File: config.mk
export PLATFORM = sky130hd
export DESIGN_NAME = ref_select_divider_regs
export DESIGN_NICKNAME = d
export VERILOG_FILES = /design/src/design/ref_select_divider_regs.v
export VERILOG_INCLUDE_DIRS = /design/src /design/src/design
export SDC_FILE = /design/constraint.sdc
export NUM_CORES = 1
export LEC_CHECK = 0
export ABC_AREA = 1
export BUFFER_PORTS_ARGS = -buffer_cell sky130_fd_sc_hd__buf_2
export CAP_MARGIN = 10
export CORE_MARGIN = 5
export CORE_UTILIZATION = 48
export CTS_CLUSTER_DIAMETER = 120
export DETAILED_ROUTE_END_ITERATION = 10
export GPL_TIMING_DRIVEN = 0
export PLACE_DENSITY = 0.66
export SYNTH_ARGS = -nofsm -noshare
export SYNTH_HDL_FRONTEND = slang
export SYNTH_SLANG_ARGS = --single-unit
File: constraint.sdc
create_clock -name MCLK -period 5.5 [get_ports MCLK]
set_input_delay 0.825 -clock MCLK [delete_from_list [all_inputs] [get_ports MCLK]]
set_output_delay 0.825 -clock MCLK [all_outputs]
set_load 0.02 [all_outputs]
File: src/design/ref_select_divider_regs_defs.vh
`ifndef REF_SELECT_DIVIDER_REGS_DEFS_VH
`define REF_SELECT_DIVIDER_REGS_DEFS_VH

// ==========================================================
// Register offsets (15-bit serial address)
`define ADDR_COMMIT_STROBE      15'h000f
`define ADDR_REF_DIVIDE_RATIO   15'h0010
`define ADDR_REF_DIVIDER_CTRL   15'h0011
`define ADDR_FIRST_REF_CONFIG   15'h0012
`define ADDR_SECOND_REF_CONFIG  15'h0013
`define ADDR_OUTPUT_ONE_RATIO   15'h0014

// ==========================================================
// Reset values
`define RST_COMMIT_STROBE       8'h00
`define RST_REF_DIVIDE_RATIO    8'h01
`define RST_REF_DIVIDER_CTRL    8'h06
`define RST_FIRST_REF_CONFIG    8'h07
`define RST_SECOND_REF_CONFIG   8'h06
`define RST_OUTPUT_ONE_RATIO    8'h01

// ==========================================================
// Field positions
`define BIT_COMMIT              0
`define BIT_RESTART             0
`define BIT_SOFT_SELECT         1
`define BIT_PIN_OVERRIDE        2
`define BIT_REF_ON              0
`define BIT_REGULATOR_ON        1
`define TERM_MSB                3
`define TERM_LSB                2

// ==========================================================
// Termination encodings
`define TERM_LVDS               2'h0
`define TERM_DC_50_OHM          2'h1
`define TERM_AC_COUPLED         2'h2
`define TERM_DC_HIGH_Z          2'h3

// ==========================================================
// Serial frame counts
`define FRAME_INSTR_BITS        5'h10
`define FRAME_TOTAL_BITS        5'h18

`endif

File: src/design/ref_select_divider_regs.v
`timescale 1ns/1ns
`include "ref_select_divider_regs_defs.vh"

// Functional notes
// Commit bit copies all buffers to active
// Commit acts live and self-clears
// Host writes commit bits 7:1 as zero
// Eight-bit reference ratio, resets to one
// Restart bit resets divider live, self-clears
// Override set: pin high first, low second
// Override clear: soft bit picks reference
// Host writes control bits 7:3 as zero
// First termination two bits, resets 01
// First regulator and input on, default 07
// Second termination same encoding, resets 01
// Second regulator on, input off, default 06
// Host writes reference config 7:4 zero
// Output one ratio; zero disables; resets one
// Non-live fields act after commit only
module ref_select_divider_regs (
  // Clock and reset
  input  wire       MCLK,
  input  wire       ARST_N,
  // Serial control port
  input  wire       SCLK,
  input  wire       CS_N,
  input  wire       SDI,
  output reg        SDO,
  output reg        SDO_OE,
  // Reference pins
  input  wire       REF_SEL,
  input  wire       FIRST_REF_IN,
  input  wire       SECOND_REF_IN,
  // Active configuration
  output reg  [7:0] REF_DIVIDE_RATIO,
  output reg        FIRST_REFERENCE_SELECTED,
  output reg  [1:0] FIRST_REF_TERMINATION,
  output reg        FIRST_REF_REGULATOR_ON,
  output reg        FIRST_REF_ON,
  output reg  [1:0] SECOND_REF_TERMINATION,
  output reg        SECOND_REF_REGULATOR_ON,
  output reg        SECOND_REF_ON,
  output reg  [7:0] OUTPUT_ONE_DIVIDE_RATIO,
  output reg        OUTPUT_ONE_DIV_ENABLE,
  // Events
  output reg        COMMIT_PULSE,
  output reg        REF_DIVIDER_RESTART,
  output reg        REF_DIV_TICK
);

  // ========================================================
  // Pin synchronisers
  wire        sclk_sync;
  wire        cs_n_sync;
  wire        sdi_sync;
  wire        ref_sel_sync;
  wire        first_ref_sync;
  wire        second_ref_sync;
  reg         sclk_prev;
  reg         sel_ref_prev;

  pin_sync #(.RESET_LEVEL(1'b0)) sync_sclk (
    .clk(MCLK), .arst_n(ARST_N), .pin_in(SCLK), .pin_out(sclk_sync)
  );
  pin_sync #(.RESET_LEVEL(1'b1)) sync_cs_n (
    .clk(MCLK), .arst_n(ARST_N), .pin_in(CS_N), .pin_out(cs_n_sync)
  );
  pin_sync #(.RESET_LEVEL(1'b0)) sync_sdi (
    .clk(MCLK), .arst_n(ARST_N), .pin_in(SDI), .pin_out(sdi_sync)
  );
  pin_sync #(.RESET_LEVEL(1'b0)) sync_ref_sel (
    .clk(MCLK), .arst_n(ARST_N), .pin_in(REF_SEL), .pin_out(ref_sel_sync)
  );
  pin_sync #(.RESET_LEVEL(1'b0)) sync_first_ref (
    .clk(MCLK), .arst_n(ARST_N), .pin_in(FIRST_REF_IN), .pin_out(first_ref_sync)
  );
  pin_sync #(.RESET_LEVEL(1'b0)) sync_second_ref (
    .clk(MCLK), .arst_n(ARST_N), .pin_in(SECOND_REF_IN), .pin_out(second_ref_sync)
  );

  always @(posedge MCLK or negedge ARST_N) begin
    if (!ARST_N) begin
      sclk_prev <= 1'b0;
    end else begin
      sclk_prev <= sclk_sync;
    end
  end

  wire        sclk_rise = sclk_sync & ~sclk_prev;
  wire        sclk_fall = ~sclk_sync & sclk_prev;
  wire        frame_on  = ~cs_n_sync;

  // ========================================================
  // Serial frame: 16-bit instruction then one data byte
  reg  [22:0] shift_reg;
  reg  [4:0]  bit_cnt_reg;
  reg  [7:0]  sdo_shift_reg;
  wire [23:0] frame_word = {shift_reg, sdi_sync};
  wire [14:0] frame_addr = frame_word[22:8];
  wire [7:0]  frame_data = frame_word[7:0];
  wire        wr_stb     = frame_on & sclk_rise & ~frame_word[23] &
                           (bit_cnt_reg == `FRAME_TOTAL_BITS - 5'h1);
  wire        rd_load    = frame_on & sclk_rise & frame_word[15] &
                           (bit_cnt_reg == `FRAME_INSTR_BITS - 5'h1);

  // ========================================================
  // Buffer registers
  reg  [7:0]  ref_ratio_buf_reg;
  reg         pin_override_buf_reg;
  reg         soft_select_buf_reg;
  reg  [1:0]  first_term_buf_reg;
  reg         first_reg_on_buf_reg;
  reg         first_on_buf_reg;
  reg  [1:0]  second_term_buf_reg;
  reg         second_reg_on_buf_reg;
  reg         second_on_buf_reg;
  reg  [7:0]  out1_ratio_buf_reg;

  // Active copies not brought out directly
  reg         pin_override_reg;
  reg         soft_select_reg;

  // ========================================================
  // Read-back mux
  reg  [7:0]  read_data;

  always @* begin
    read_data = 8'h00;
    case (frame_word[14:0])
      `ADDR_REF_DIVIDE_RATIO:  read_data = ref_ratio_buf_reg;
      `ADDR_REF_DIVIDER_CTRL:  read_data = {5'h00, pin_override_buf_reg, soft_select_buf_reg, 1'b0};
      `ADDR_FIRST_REF_CONFIG:  read_data = {4'h0, first_term_buf_reg, first_reg_on_buf_reg, first_on_buf_reg};
      `ADDR_SECOND_REF_CONFIG: read_data = {4'h0, second_term_buf_reg, second_reg_on_buf_reg, second_on_buf_reg};
      `ADDR_OUTPUT_ONE_RATIO:  read_data = out1_ratio_buf_reg;
      default:                 read_data = 8'h00;
    endcase
  end

  always @(posedge MCLK or negedge ARST_N) begin
    if (!ARST_N) begin
      shift_reg     <= 23'h000000;
      bit_cnt_reg   <= 5'h00;
      sdo_shift_reg <= 8'h00;
      SDO           <= 1'b0;
      SDO_OE        <= 1'b0;
    end else if (!frame_on) begin
      bit_cnt_reg <= 5'h00;
      SDO_OE      <= 1'b0;
    end else begin
      if (sclk_rise) begin
        shift_reg <= frame_word[22:0];
        if (bit_cnt_reg != `FRAME_TOTAL_BITS)
          bit_cnt_reg <= bit_cnt_reg + 5'h1;
      end
      if (rd_load) begin
        sdo_shift_reg <= read_data;
        SDO           <= read_data[7];
        SDO_OE        <= 1'b1;
      end else if (sclk_fall && bit_cnt_reg > `FRAME_INSTR_BITS &&
                   bit_cnt_reg < `FRAME_TOTAL_BITS) begin
        sdo_shift_reg <= {sdo_shift_reg[6:0], 1'b0};
        SDO           <= sdo_shift_reg[6];
      end
    end
  end

  // ========================================================
  // Buffer writes, commit and live bits
  wire commit_now  = wr_stb & (frame_addr == `ADDR_COMMIT_STROBE) & frame_data[`BIT_COMMIT];
  wire restart_now = wr_stb & (frame_addr == `ADDR_REF_DIVIDER_CTRL) & frame_data[`BIT_RESTART];

  always @(posedge MCLK or negedge ARST_N) begin
    if (!ARST_N) begin
      ref_ratio_buf_reg     <= `RST_REF_DIVIDE_RATIO;
      pin_override_buf_reg  <= 1'b1;
      soft_select_buf_reg   <= 1'b1;
      first_term_buf_reg    <= `TERM_DC_50_OHM;
      first_reg_on_buf_reg  <= 1'b1;
      first_on_buf_reg      <= 1'b1;
      second_term_buf_reg   <= `TERM_DC_50_OHM;
      second_reg_on_buf_reg <= 1'b1;
      second_on_buf_reg     <= 1'b0;
      out1_ratio_buf_reg    <= `RST_OUTPUT_ONE_RATIO;
    end else if (wr_stb) begin
      case (frame_addr)
        `ADDR_REF_DIVIDE_RATIO: ref_ratio_buf_reg <= frame_data;
        `ADDR_REF_DIVIDER_CTRL: begin
          pin_override_buf_reg <= frame_data[`BIT_PIN_OVERRIDE];
          soft_select_buf_reg  <= frame_data[`BIT_SOFT_SELECT];
        end
        `ADDR_FIRST_REF_CONFIG: begin
          first_term_buf_reg   <= frame_data[`TERM_MSB:`TERM_LSB];
          first_reg_on_buf_reg <= frame_data[`BIT_REGULATOR_ON];
          first_on_buf_reg     <= frame_data[`BIT_REF_ON];
        end
        `ADDR_SECOND_REF_CONFIG: begin
          second_term_buf_reg   <= frame_data[`TERM_MSB:`TERM_LSB];
          second_reg_on_buf_reg <= frame_data[`BIT_REGULATOR_ON];
          second_on_buf_reg     <= frame_data[`BIT_REF_ON];
        end
        `ADDR_OUTPUT_ONE_RATIO: out1_ratio_buf_reg <= frame_data;
        default: ;
      endcase
    end
  end

  // ========================================================
  // Active control registers
  always @(posedge MCLK or negedge ARST_N) begin
    if (!ARST_N) begin
      REF_DIVIDE_RATIO        <= `RST_REF_DIVIDE_RATIO;
      pin_override_reg        <= 1'b1;
      soft_select_reg         <= 1'b1;
      FIRST_REF_TERMINATION   <= `TERM_DC_50_OHM;
      FIRST_REF_REGULATOR_ON  <= 1'b1;
      FIRST_REF_ON            <= 1'b1;
      SECOND_REF_TERMINATION  <= `TERM_DC_50_OHM;
      SECOND_REF_REGULATOR_ON <= 1'b1;
      SECOND_REF_ON           <= 1'b0;
      OUTPUT_ONE_DIVIDE_RATIO <= `RST_OUTPUT_ONE_RATIO;
      OUTPUT_ONE_DIV_ENABLE   <= 1'b1;
      COMMIT_PULSE            <= 1'b0;
      REF_DIVIDER_RESTART     <= 1'b0;
    end else begin
      COMMIT_PULSE        <= commit_now;
      REF_DIVIDER_RESTART <= restart_now;
      if (commit_now) begin
        REF_DIVIDE_RATIO        <= ref_ratio_buf_reg;
        pin_override_reg        <= pin_override_buf_reg;
        soft_select_reg         <= soft_select_buf_reg;
        FIRST_REF_TERMINATION   <= first_term_buf_reg;
        FIRST_REF_REGULATOR_ON  <= first_reg_on_buf_reg;
        FIRST_REF_ON            <= first_on_buf_reg;
        SECOND_REF_TERMINATION  <= second_term_buf_reg;
        SECOND_REF_REGULATOR_ON <= second_reg_on_buf_reg;
        SECOND_REF_ON           <= second_on_buf_reg;
        OUTPUT_ONE_DIVIDE_RATIO <= out1_ratio_buf_reg;
        OUTPUT_ONE_DIV_ENABLE   <= (out1_ratio_buf_reg != 8'h00);
      end
    end
  end

  // ========================================================
  // Reference selection and reference divider
  wire        sel_first = pin_override_reg ? ref_sel_sync : soft_select_reg;
  wire        sel_ref   = sel_first ? first_ref_sync : second_ref_sync;
  wire        ref_edge  = sel_ref & ~sel_ref_prev;
  reg  [7:0]  ref_cnt_reg;
  reg  [7:0]  ref_cnt_next;
  reg         ref_tick_next;

  always @* begin
    ref_cnt_next  = ref_cnt_reg;
    ref_tick_next = 1'b0;
    if (ref_edge) begin
      if (ref_cnt_reg + 8'h01 >= REF_DIVIDE_RATIO) begin
        ref_cnt_next  = 8'h00;
        ref_tick_next = 1'b1;
      end else begin
        ref_cnt_next = ref_cnt_reg + 8'h01;
      end
    end
  end

  always @(posedge MCLK or negedge ARST_N) begin
    if (!ARST_N) begin
      sel_ref_prev             <= 1'b0;
      ref_cnt_reg              <= 8'h00;
      REF_DIV_TICK             <= 1'b0;
      FIRST_REFERENCE_SELECTED <= 1'b1;
    end else begin
      sel_ref_prev             <= sel_ref;
      FIRST_REFERENCE_SELECTED <= sel_first;
      if (restart_now) begin
        ref_cnt_reg  <= 8'h00;
        REF_DIV_TICK <= 1'b0;
      end else begin
        ref_cnt_reg  <= ref_cnt_next;
        REF_DIV_TICK <= ref_tick_next;
      end
    end
  end

endmodule // ref_select_divider_regs

// ========================================================
// Two-flop synchroniser for one asynchronous pin
module pin_sync #(
  parameter [0:0] RESET_LEVEL = 1'b0
) (
  // Clock and reset
  input  wire clk,
  input  wire arst_n,
  // Pin and its synchronised copy
  input  wire pin_in,
  output wire pin_out
);

  reg  [1:0]  sync_reg;

  always @(posedge clk or negedge arst_n) begin
    if (!arst_n) begin
      sync_reg <= {2{RESET_LEVEL}};
    end else begin
      sync_reg <= {sync_reg[0], pin_in};
    end
  end

  assign pin_out = sync_reg[1];

endmodule // pin_sync

==> key figures, run 1 <==
Run status
  • Status: complete, no violations

CTS
  • Maximum clock path buffer count: 2
  • Root buffer cell: clkbuf_8
  • Clock Latency Late Sink: 0.53 ns
  • Post-CTS resize count: 0
  • Clock transition at the registers of the reported paths: 0.06 ns
  • CTS sink count: 116
  • CTS tree: built
  • Postcts setup bufs: 0
  • Cts hold-fix bufs: 0
  • CTS Buf Count: 17
  • H-tree Lvls: 4

Cells and area
  • Final Instance Area: 0.006218 mm^2
  • Proportion of layout cells with a drive suffix above 1: 18.22%
  • Max reg flops: 23
  • Post-Route Utilization: 57.87%
  • Area Growth Syn to Fin: 19.04%
  • N_diodes: 0
  • # fillers: 968
  • Fin nets: 682

STA
  • Setup_tns: 0 ns
  • Worst-margin pin slew: 0.7349 ns
  • Final period util: 49.75%
  • Final Skew: 0.01027 ns
  • Final hold viol count: 0
  • Final setup vio count: 0
  • Max frequency: 0.3655 GHz
  • RSZ-0062 raised after global routing: no
  • Slew Limit Fails: 0
  • Slew headroom: 51.00%
  • Fin crit period: 2.736 ns

Floorplan
  • Die span in x: 114.3 um
  • Die Y: 114.3 um
  • Core ar.: 0.01075 mm^2
  • Initial Util: 48.61%
  • Die ar.: 0.01307 mm^2
  • Ports: 39
  • Core Rows: 38

Setup path
  • CP Launch Type: flop
  • CP peak stage delay: 0.45 ns
  • Worst-path cell chain: inv_1 -> nor3_1 -> nand3_1 -> xor2_1 -> inv_1 -> ha_1 -> a21oi_1 -> nor2_1 -> nor3_1 -> nand3_1 -> nor2_1 -> nand3_1 -> o21ai_0
  • Critical Path AT: 3.18 ns
  • CP Data Required Time: 5.94 ns
  • Most used cell, CP: nand3_1
  • CP endpoint kind: flop
  • WS Path Type: flop to flop
  • Worst path slowest cell: nor3_1
  • CP max FO: 9

Placement
  • Routability cong.: 0.8803
  • Final HPWL DP: 8.184 mm
  • Port bufs: 38
  • Placed Area: 0.005619 mm^2

Global route
  • GR Util met1: 24.61%
  • Initial antenna violation count: 0
  • Global-route wire length before repair: 19.73 mm
  • Pin count of the biggest net entering global routing: 62
  • Most crowded layer after global routing: met2
  • Met3 usage: 5.074%
  • GRT Overall Usage: 19.48%
  • Met2 global-route usage: 31.89%
  • Overflow after GRT: 0
  • Vias in the first global route: 4,133

Worst hold path
  • Hold Path Class: input pin to asynchronous set/reset pin

Synth
  • Yosys warning total: 0
  • Sequential share of the synthesized area: 56.10%
  • Synthesized Nets: 624
  • Avg Inst Size Synth: 8.649 um^2
  • Flops & latches, synth: 116
  • Synth Cell Area: 0.005224 mm^2
  • Post-synth EDFFs: 0
  • Post-Synthesis Cells: 604
  • Top cell type's share of synthesized area: 45.03%
  • Cell taking the most area after synthesis: dfrtp_1
  • Top post-synthesis cells by area: dfrtp_1, nand2_1, dfstp_2
  • Unique cell type count in the Yosys netlist: 34
  • Most used DFF post-synth: dfrtp_1
  • FFs w/ async S/R, synth: 100.0%

Routing
  • DR vias: 4,138
  • Routed WL: 11.69 mm
  • 1st-pass router iterations: 7
  • 1st-iter DRT viols: 423
  • Post-DRT Antenna Nets: 0
  • DR WL/cell: 14.34 um
  • DRC errors left: 0
  • Vias per inst: 5.077

Power and ir drop
  • Max VDD drop: 0.3285 mV
  • Leak: 2.986 nW
  • P per Cell Area: 340.1 mW/mm^2

Job
  • Max-Cap Viols: 0
-- area by class of cell --
class                      instances  area [um^2]  share of cell area, %
sequential                       116         2930                  47.12
multi-input combinational        398         1924                  30.95
clock buffer                      19        441.7                  7.103
inverter                          76        285.3                  4.588
timing repair buffer              39        220.2                  3.541
tap                              140        175.2                  2.817
clock inverter                    13        157.7                  2.535
buffer                            14        83.83                  1.348
-- cells in the final DEF, fill, tap and decap left out, types with 3 or more instances in the layout --
cell,synthesis,final
clkinv_2,0,4
nor2_2,5,5
ha_1,12,12
nand3_1,39,39
nand3_2,5,5
bufinv_16,0,3
xor2_1,4,4
clkbuf_16,0,16
nand2_1,178,178
clkbuf_8,0,3
nor2_1,40,40
clkbuf_1,4,4
inv_2,4,4
buf_6,3,3
o21ai_0,62,62
clkinvlp_4,0,4
a21oi_1,8,8
o22ai_1,5,5
o21ai_1,13,13
inv_1,72,72
buf_2,4,41
dfrtp_1,94,94
dfstp_2,22,22
nand4_1,4,4
nor3_1,9,9
-- worst max-delay path, delay by kind of cell (launching register included) --
family / cells / cell delay (ns)
buffers and inverters: 2 / 0.14
AO/OA/AOI/OAI: 2 / 0.22
AND/OR/NAND/NOR: 7 / 1.39
adder cells (fa/ha/maj): 1 / 0.29
flip-flops: 1 / 0.39
XOR/XNOR: 1 / 0.23
-- report_power, final --
part	internal, mW	switching [mW]	leakage (nW)
sequential	0.877	0.0194	1.50
combinational	0.0293	0.0858	1.20
clock	0.711	0.393	0.286
total	1.62	0.498	2.99
-- synthesized netlist by cell type (5+ instances only) --
master / n
nand2_1: 178
nor3_1: 9
nor2_1: 40
o21ai_0: 62
o21ai_1: 13
a21oi_1: 8
o22ai_1: 5
nand3_2: 5
nand3_1: 39
inv_1: 72
dfstp_2: 22
nor2_2: 5
ha_1: 12
dfrtp_1: 94
-- kinds of logic after synthesis --
| group | Yosys count | synth area share (%) |
|---|---|---|
| xor gates and xnor gates | 5 | 0.8383 |
| AOI/OAI and AO/OA | 92 | 9.126 |
| adders and majority gates | 12 | 2.874 |
| and+or+nand+nor | 289 | 24.00 |
| DFF | 116 | 56.10 |
| buffers and inverters | 90 | 7.066 |
-- worst paths after layout --
path / startpoint / end / slack [ns] / cells after the start
max: ref_cnt_reg[2]$_DFFE_PN0P_ / ref_cnt_reg[0]$_DFFE_PN0P_ / 2.76 / 13
min: ARST_N / COMMIT_PULSE$_DFF_PN0_ / 0.35 / 1
max reg2reg: ref_cnt_reg[2]$_DFFE_PN0P_ / ref_cnt_reg[0]$_DFFE_PN0P_ / 2.76 / 13
min reg2reg: sync_ref_sel.sync_reg[0]$_DFF_PN0_ / sync_ref_sel.sync_reg[1]$_DFF_PN0_ / 0.35 / 0
max in group asynchronous: ARST_N / sync_cs_n.sync_reg[1]$_DFF_PN1_ / 4.36 / 2
min in group MCLK: sync_ref_sel.sync_reg[0]$_DFF_PN0_ / sync_ref_sel.sync_reg[1]$_DFF_PN0_ / 0.35 / 0
-- layer usage --
metal / vias up / wire length, um
li1: 2057 / -
met4: 0 / 248
met2: 92 / 5747
met3: 20 / 445
met5: - / 0
met1: 1969 / 5245
-- stage by stage --
step	std cells	power [mW]	hold slack [ns]	setup slack, ns
after floorplan	604	0.9756	0.3312	3.263
after global placement	782	1.018	0.3338	2.291
after detailed placement	783	1.025	0.3378	2.784
after CTS	815	2.133	0.3501	2.746
after global routing	815	2.189	0.3523	2.474
final	815	2.115	0.3486	2.764
No activity file was read; power rests on OpenSTA's default activity.
==> run 2: changes to the inputs <==
--- a/config.mk
+++ b/config.mk
@@ -14,7 +14,7 @@
 export CTS_CLUSTER_DIAMETER = 120
 export DETAILED_ROUTE_END_ITERATION = 10
 export GPL_TIMING_DRIVEN = 0
-export PLACE_DENSITY = 0.66
+export PLACE_DENSITY = 0.68
 export SYNTH_ARGS = -nofsm -noshare
 export SYNTH_HDL_FRONTEND = slang
 export SYNTH_SLANG_ARGS = --single-unit
==> constraint.sdc (replaced) <==
create_clock -name MCLK -period 2.25 [get_ports MCLK]
set_input_delay 0.3375 -clock MCLK [delete_from_list [all_inputs] [get_ports MCLK]]
set_output_delay 0.3375 -clock MCLK [all_outputs]
set_load 0.02 [all_outputs]
==> run 2 against run 1 <==
  * Routed wire length up 0.34%
  * Sequential share of layout area fell by 1.8 points
  * The run now ends with negative setup slack left
  * Register-to-register slack got worse by 2.9 ns
==> key figures, run 2 (synthesis gave the netlist of run 1 again) <==
Placement
  • Placed Area: 0.005619 mm^2
  • Place WS: -0.5524 ns
  • Routability cong.: 0.9415
  • Port bufs: 38
  • Final HPWL DP: 8.091 mm

STA
  • Final hold viol count: 0
  • Max frequency: 0.4177 GHz
  • Final period util: 106.4%
  • Final Skew: 0.01008 ns
  • Slew Limit Fails: 0
  • Final setup vio count: 9
  • RSZ-0062 raised after global routing: yes
  • Post-route worst setup slack: -0.1440 ns
  • Worst-margin pin slew: 0.8038 ns
  • Slew headroom: 46.42%
  • Fin crit period: 2.394 ns

Power and ir drop
  • P per Cell Area: 756.6 mW/mm^2
  • Leak: 3.067 nW
  • Max VDD drop: 0.4072 mV

Routing
  • 1st-pass router iterations: 5
  • DRC errors left: 0
  • Post-DRT Antenna Nets: 0
  • DR WL/cell: 14.11 um
  • Vias per inst: 5.084
  • Routed WL: 11.73 mm
  • 1st-iter DRT viols: 388
  • DR vias: 4,225

Global route
  • Met2 global-route usage: 31.85%
  • GRT Overall Usage: 19.82%
  • Vias in the first global route: 4,186
  • Met3 usage: 5.444%
  • GR Util met1: 25.50%
  • Most crowded layer after global routing: met2
  • Initial antenna violation count: 0
  • Pin count of the biggest net entering global routing: 64
  • Overflow after GRT: 0
  • Global-route wire length before repair: 20.33 mm

Setup path
  • R2r endpoint: ref_cnt_reg[1]$_DFFE_PN0P_
  • Most used cell, CP: inv_1
  • Critical Path AT: 2.79 ns
  • R2r setup slk: -0.14 ns
  • Worst-path cell chain: inv_1 -> nor3_4 -> nand3_2 -> xor2_1 -> inv_1 -> ha_4 -> nand2_1 -> nor2_4 -> nand4_1 -> nand3_4 -> nor2_1 -> nand3_1 -> o21ai_1
  • Critical path origin: ref_cnt_reg[2]$_DFFE_PN0P_
  • CP Launch Type: flop
  • CP peak stage delay: 0.37 ns
  • WS Path Type: flop to flop
  • CP endpoint kind: flop
  • CP max FO: 5
  • Reg2Reg Depth: 13
  • CP Data Required Time: 2.65 ns
  • Critical Path End: ref_cnt_reg[1]$_DFFE_PN0P_
  • Reg-to-reg startpoint: ref_cnt_reg[2]$_DFFE_PN0P_
  • Worst path slowest cell: dfrtp_2

CTS
  • CTS Buf Count: 17
  • Root buffer cell: clkbuf_8
  • Clock Latency Late Sink: 0.52 ns
  • CTS sink count: 116
  • CTS tree: built
  • Maximum clock path buffer count: 2
  • Clock transition at the registers of the reported paths: 0.06 ns
  • H-tree Lvls: 4

Cells and area
  • Proportion of layout cells with a drive suffix above 1: 22.14%
  • Most frequent cells in the layout: nand2_1, dfrtp_1, inv_1
  • N_diodes: 0
  • Area Growth Syn to Fin: 23.76%
  • Fin nets: 698
  • # fillers: 939
  • Final Instance Area: 0.006465 mm^2
  • Leading cell type in the layout, fill and taps excluded: nand2_1
  • Max reg flops: 23

Floorplan
  • Core ar.: 0.01075 mm^2
  • Die span in x: 114.3 um
  • Core Rows: 38
  • Die ar.: 0.01307 mm^2
  • Die Y: 114.3 um
  • Ports: 39
  • Initial Util: 48.61%

Worst hold path
  • Hold Path Class: flop to flop

Run status
  • Failing checks: negative setup slack
  • Status: finished, violations left

Job
  • Max-Cap Viols: 0
==> run 2: worst min-delay path by stage <==
stage                                          start                               endpoint  slack [ns]  depth (start not counted)
2_1_floorplan                                 ARST_N                 COMMIT_PULSE$_DFF_PN0_        0.04                          0
3_5_place_dp    sync_first_ref.sync_reg[0]$_DFF_PN0_   sync_first_ref.sync_reg[1]$_DFF_PN0_        0.34                          0
4_1_cts         sync_first_ref.sync_reg[0]$_DFF_PN0_   sync_first_ref.sync_reg[1]$_DFF_PN0_        0.35                          0
5_1_grt        sync_second_ref.sync_reg[0]$_DFF_PN0_  sync_second_ref.sync_reg[1]$_DFF_PN0_        0.36                          0
6_report       sync_second_ref.sync_reg[0]$_DFF_PN0_  sync_second_ref.sync_reg[1]$_DFF_PN0_        0.35                          0
3_3_place_gp         sync_sclk.sync_reg[0]$_DFF_PN0_        sync_sclk.sync_reg[1]$_DFF_PN0_        0.33                          0
==> run 2: cell type report <==
cell class / instances / area (um^2) / share of cell area, %
flip-flops and latches: 116 / 2932 / 45.35
multi-input cells: 399 / 2096 / 32.42
clock buffers: 26 / 478.0 / 7.393
repair buffers: 54 / 357.8 / 5.535
inverters: 76 / 285.3 / 4.413
well taps: 140 / 175.2 / 2.710
plain buffers: 14 / 83.83 / 1.297
clock inverters: 6 / 57.56 / 0.8903
==> run 2: critical path, delay by kind of cell (launching register included) <==
| family | cells | cell delay (ns) |
|---|---|---|
| compound gates | 1 | 0.08 |
| buf+inv | 2 | 0.19 |
| fa+ha+maj | 1 | 0.28 |
| simple gates | 8 | 1.14 |
| flops | 1 | 0.37 |
| xor+xnor | 1 | 0.20 |
==> run 2: metrics by stage <==
| step | util, % | setup TNS [ns] | hold slack, ns | std cells | power, mW |
|---|---|---|---|---|---|
| after global routing | 60.17 | -2.601 | 0.3572 | 831 | 5.109 |
| final | 60.17 | -1.001 | 0.3524 | 831 | 4.891 |
| after global placement | 52.01 | -47.70 | 0.3337 | 782 | 2.487 |
| after floorplan | - | 0 | 0.04191 | 604 | 2.385 |
| after detailed placement | 52.29 | -4.741 | 0.3394 | 783 | 2.505 |
| after CTS | 58.63 | -0.4255 | 0.3512 | 827 | 4.952 |
==> run 2: layer usage <==
| metal | vias to the layer above | part of all wire [%] |
|---|---|---|
| li1 | 2087 | - |
| met1 | 2028 | 45 |
| met2 | 86 | 49 |
| met3 | 24 | 4.0 |
| met4 | 0 | 1.8 |
| met5 | - | 0 |
==> run 2: timing repair <==
item / in CTS / in global routing
hold buffers: 7 / 0
setup endpoints to repair: 9 / 9
endpoints found under the hold margin: 52 / 0
cloned: 1 / 0
resized for setup: 12 / 29
setup buffers: 4 / 4
pin swaps: 9 / 15
==> run 2: power breakdown <==
| group | internal (mW) | switching, mW |
|---|---|---|
| Sequential | 2.14 | 0.0457 |
| Clock | 1.54 | 0.870 |
| Combinational | 0.0800 | 0.210 |
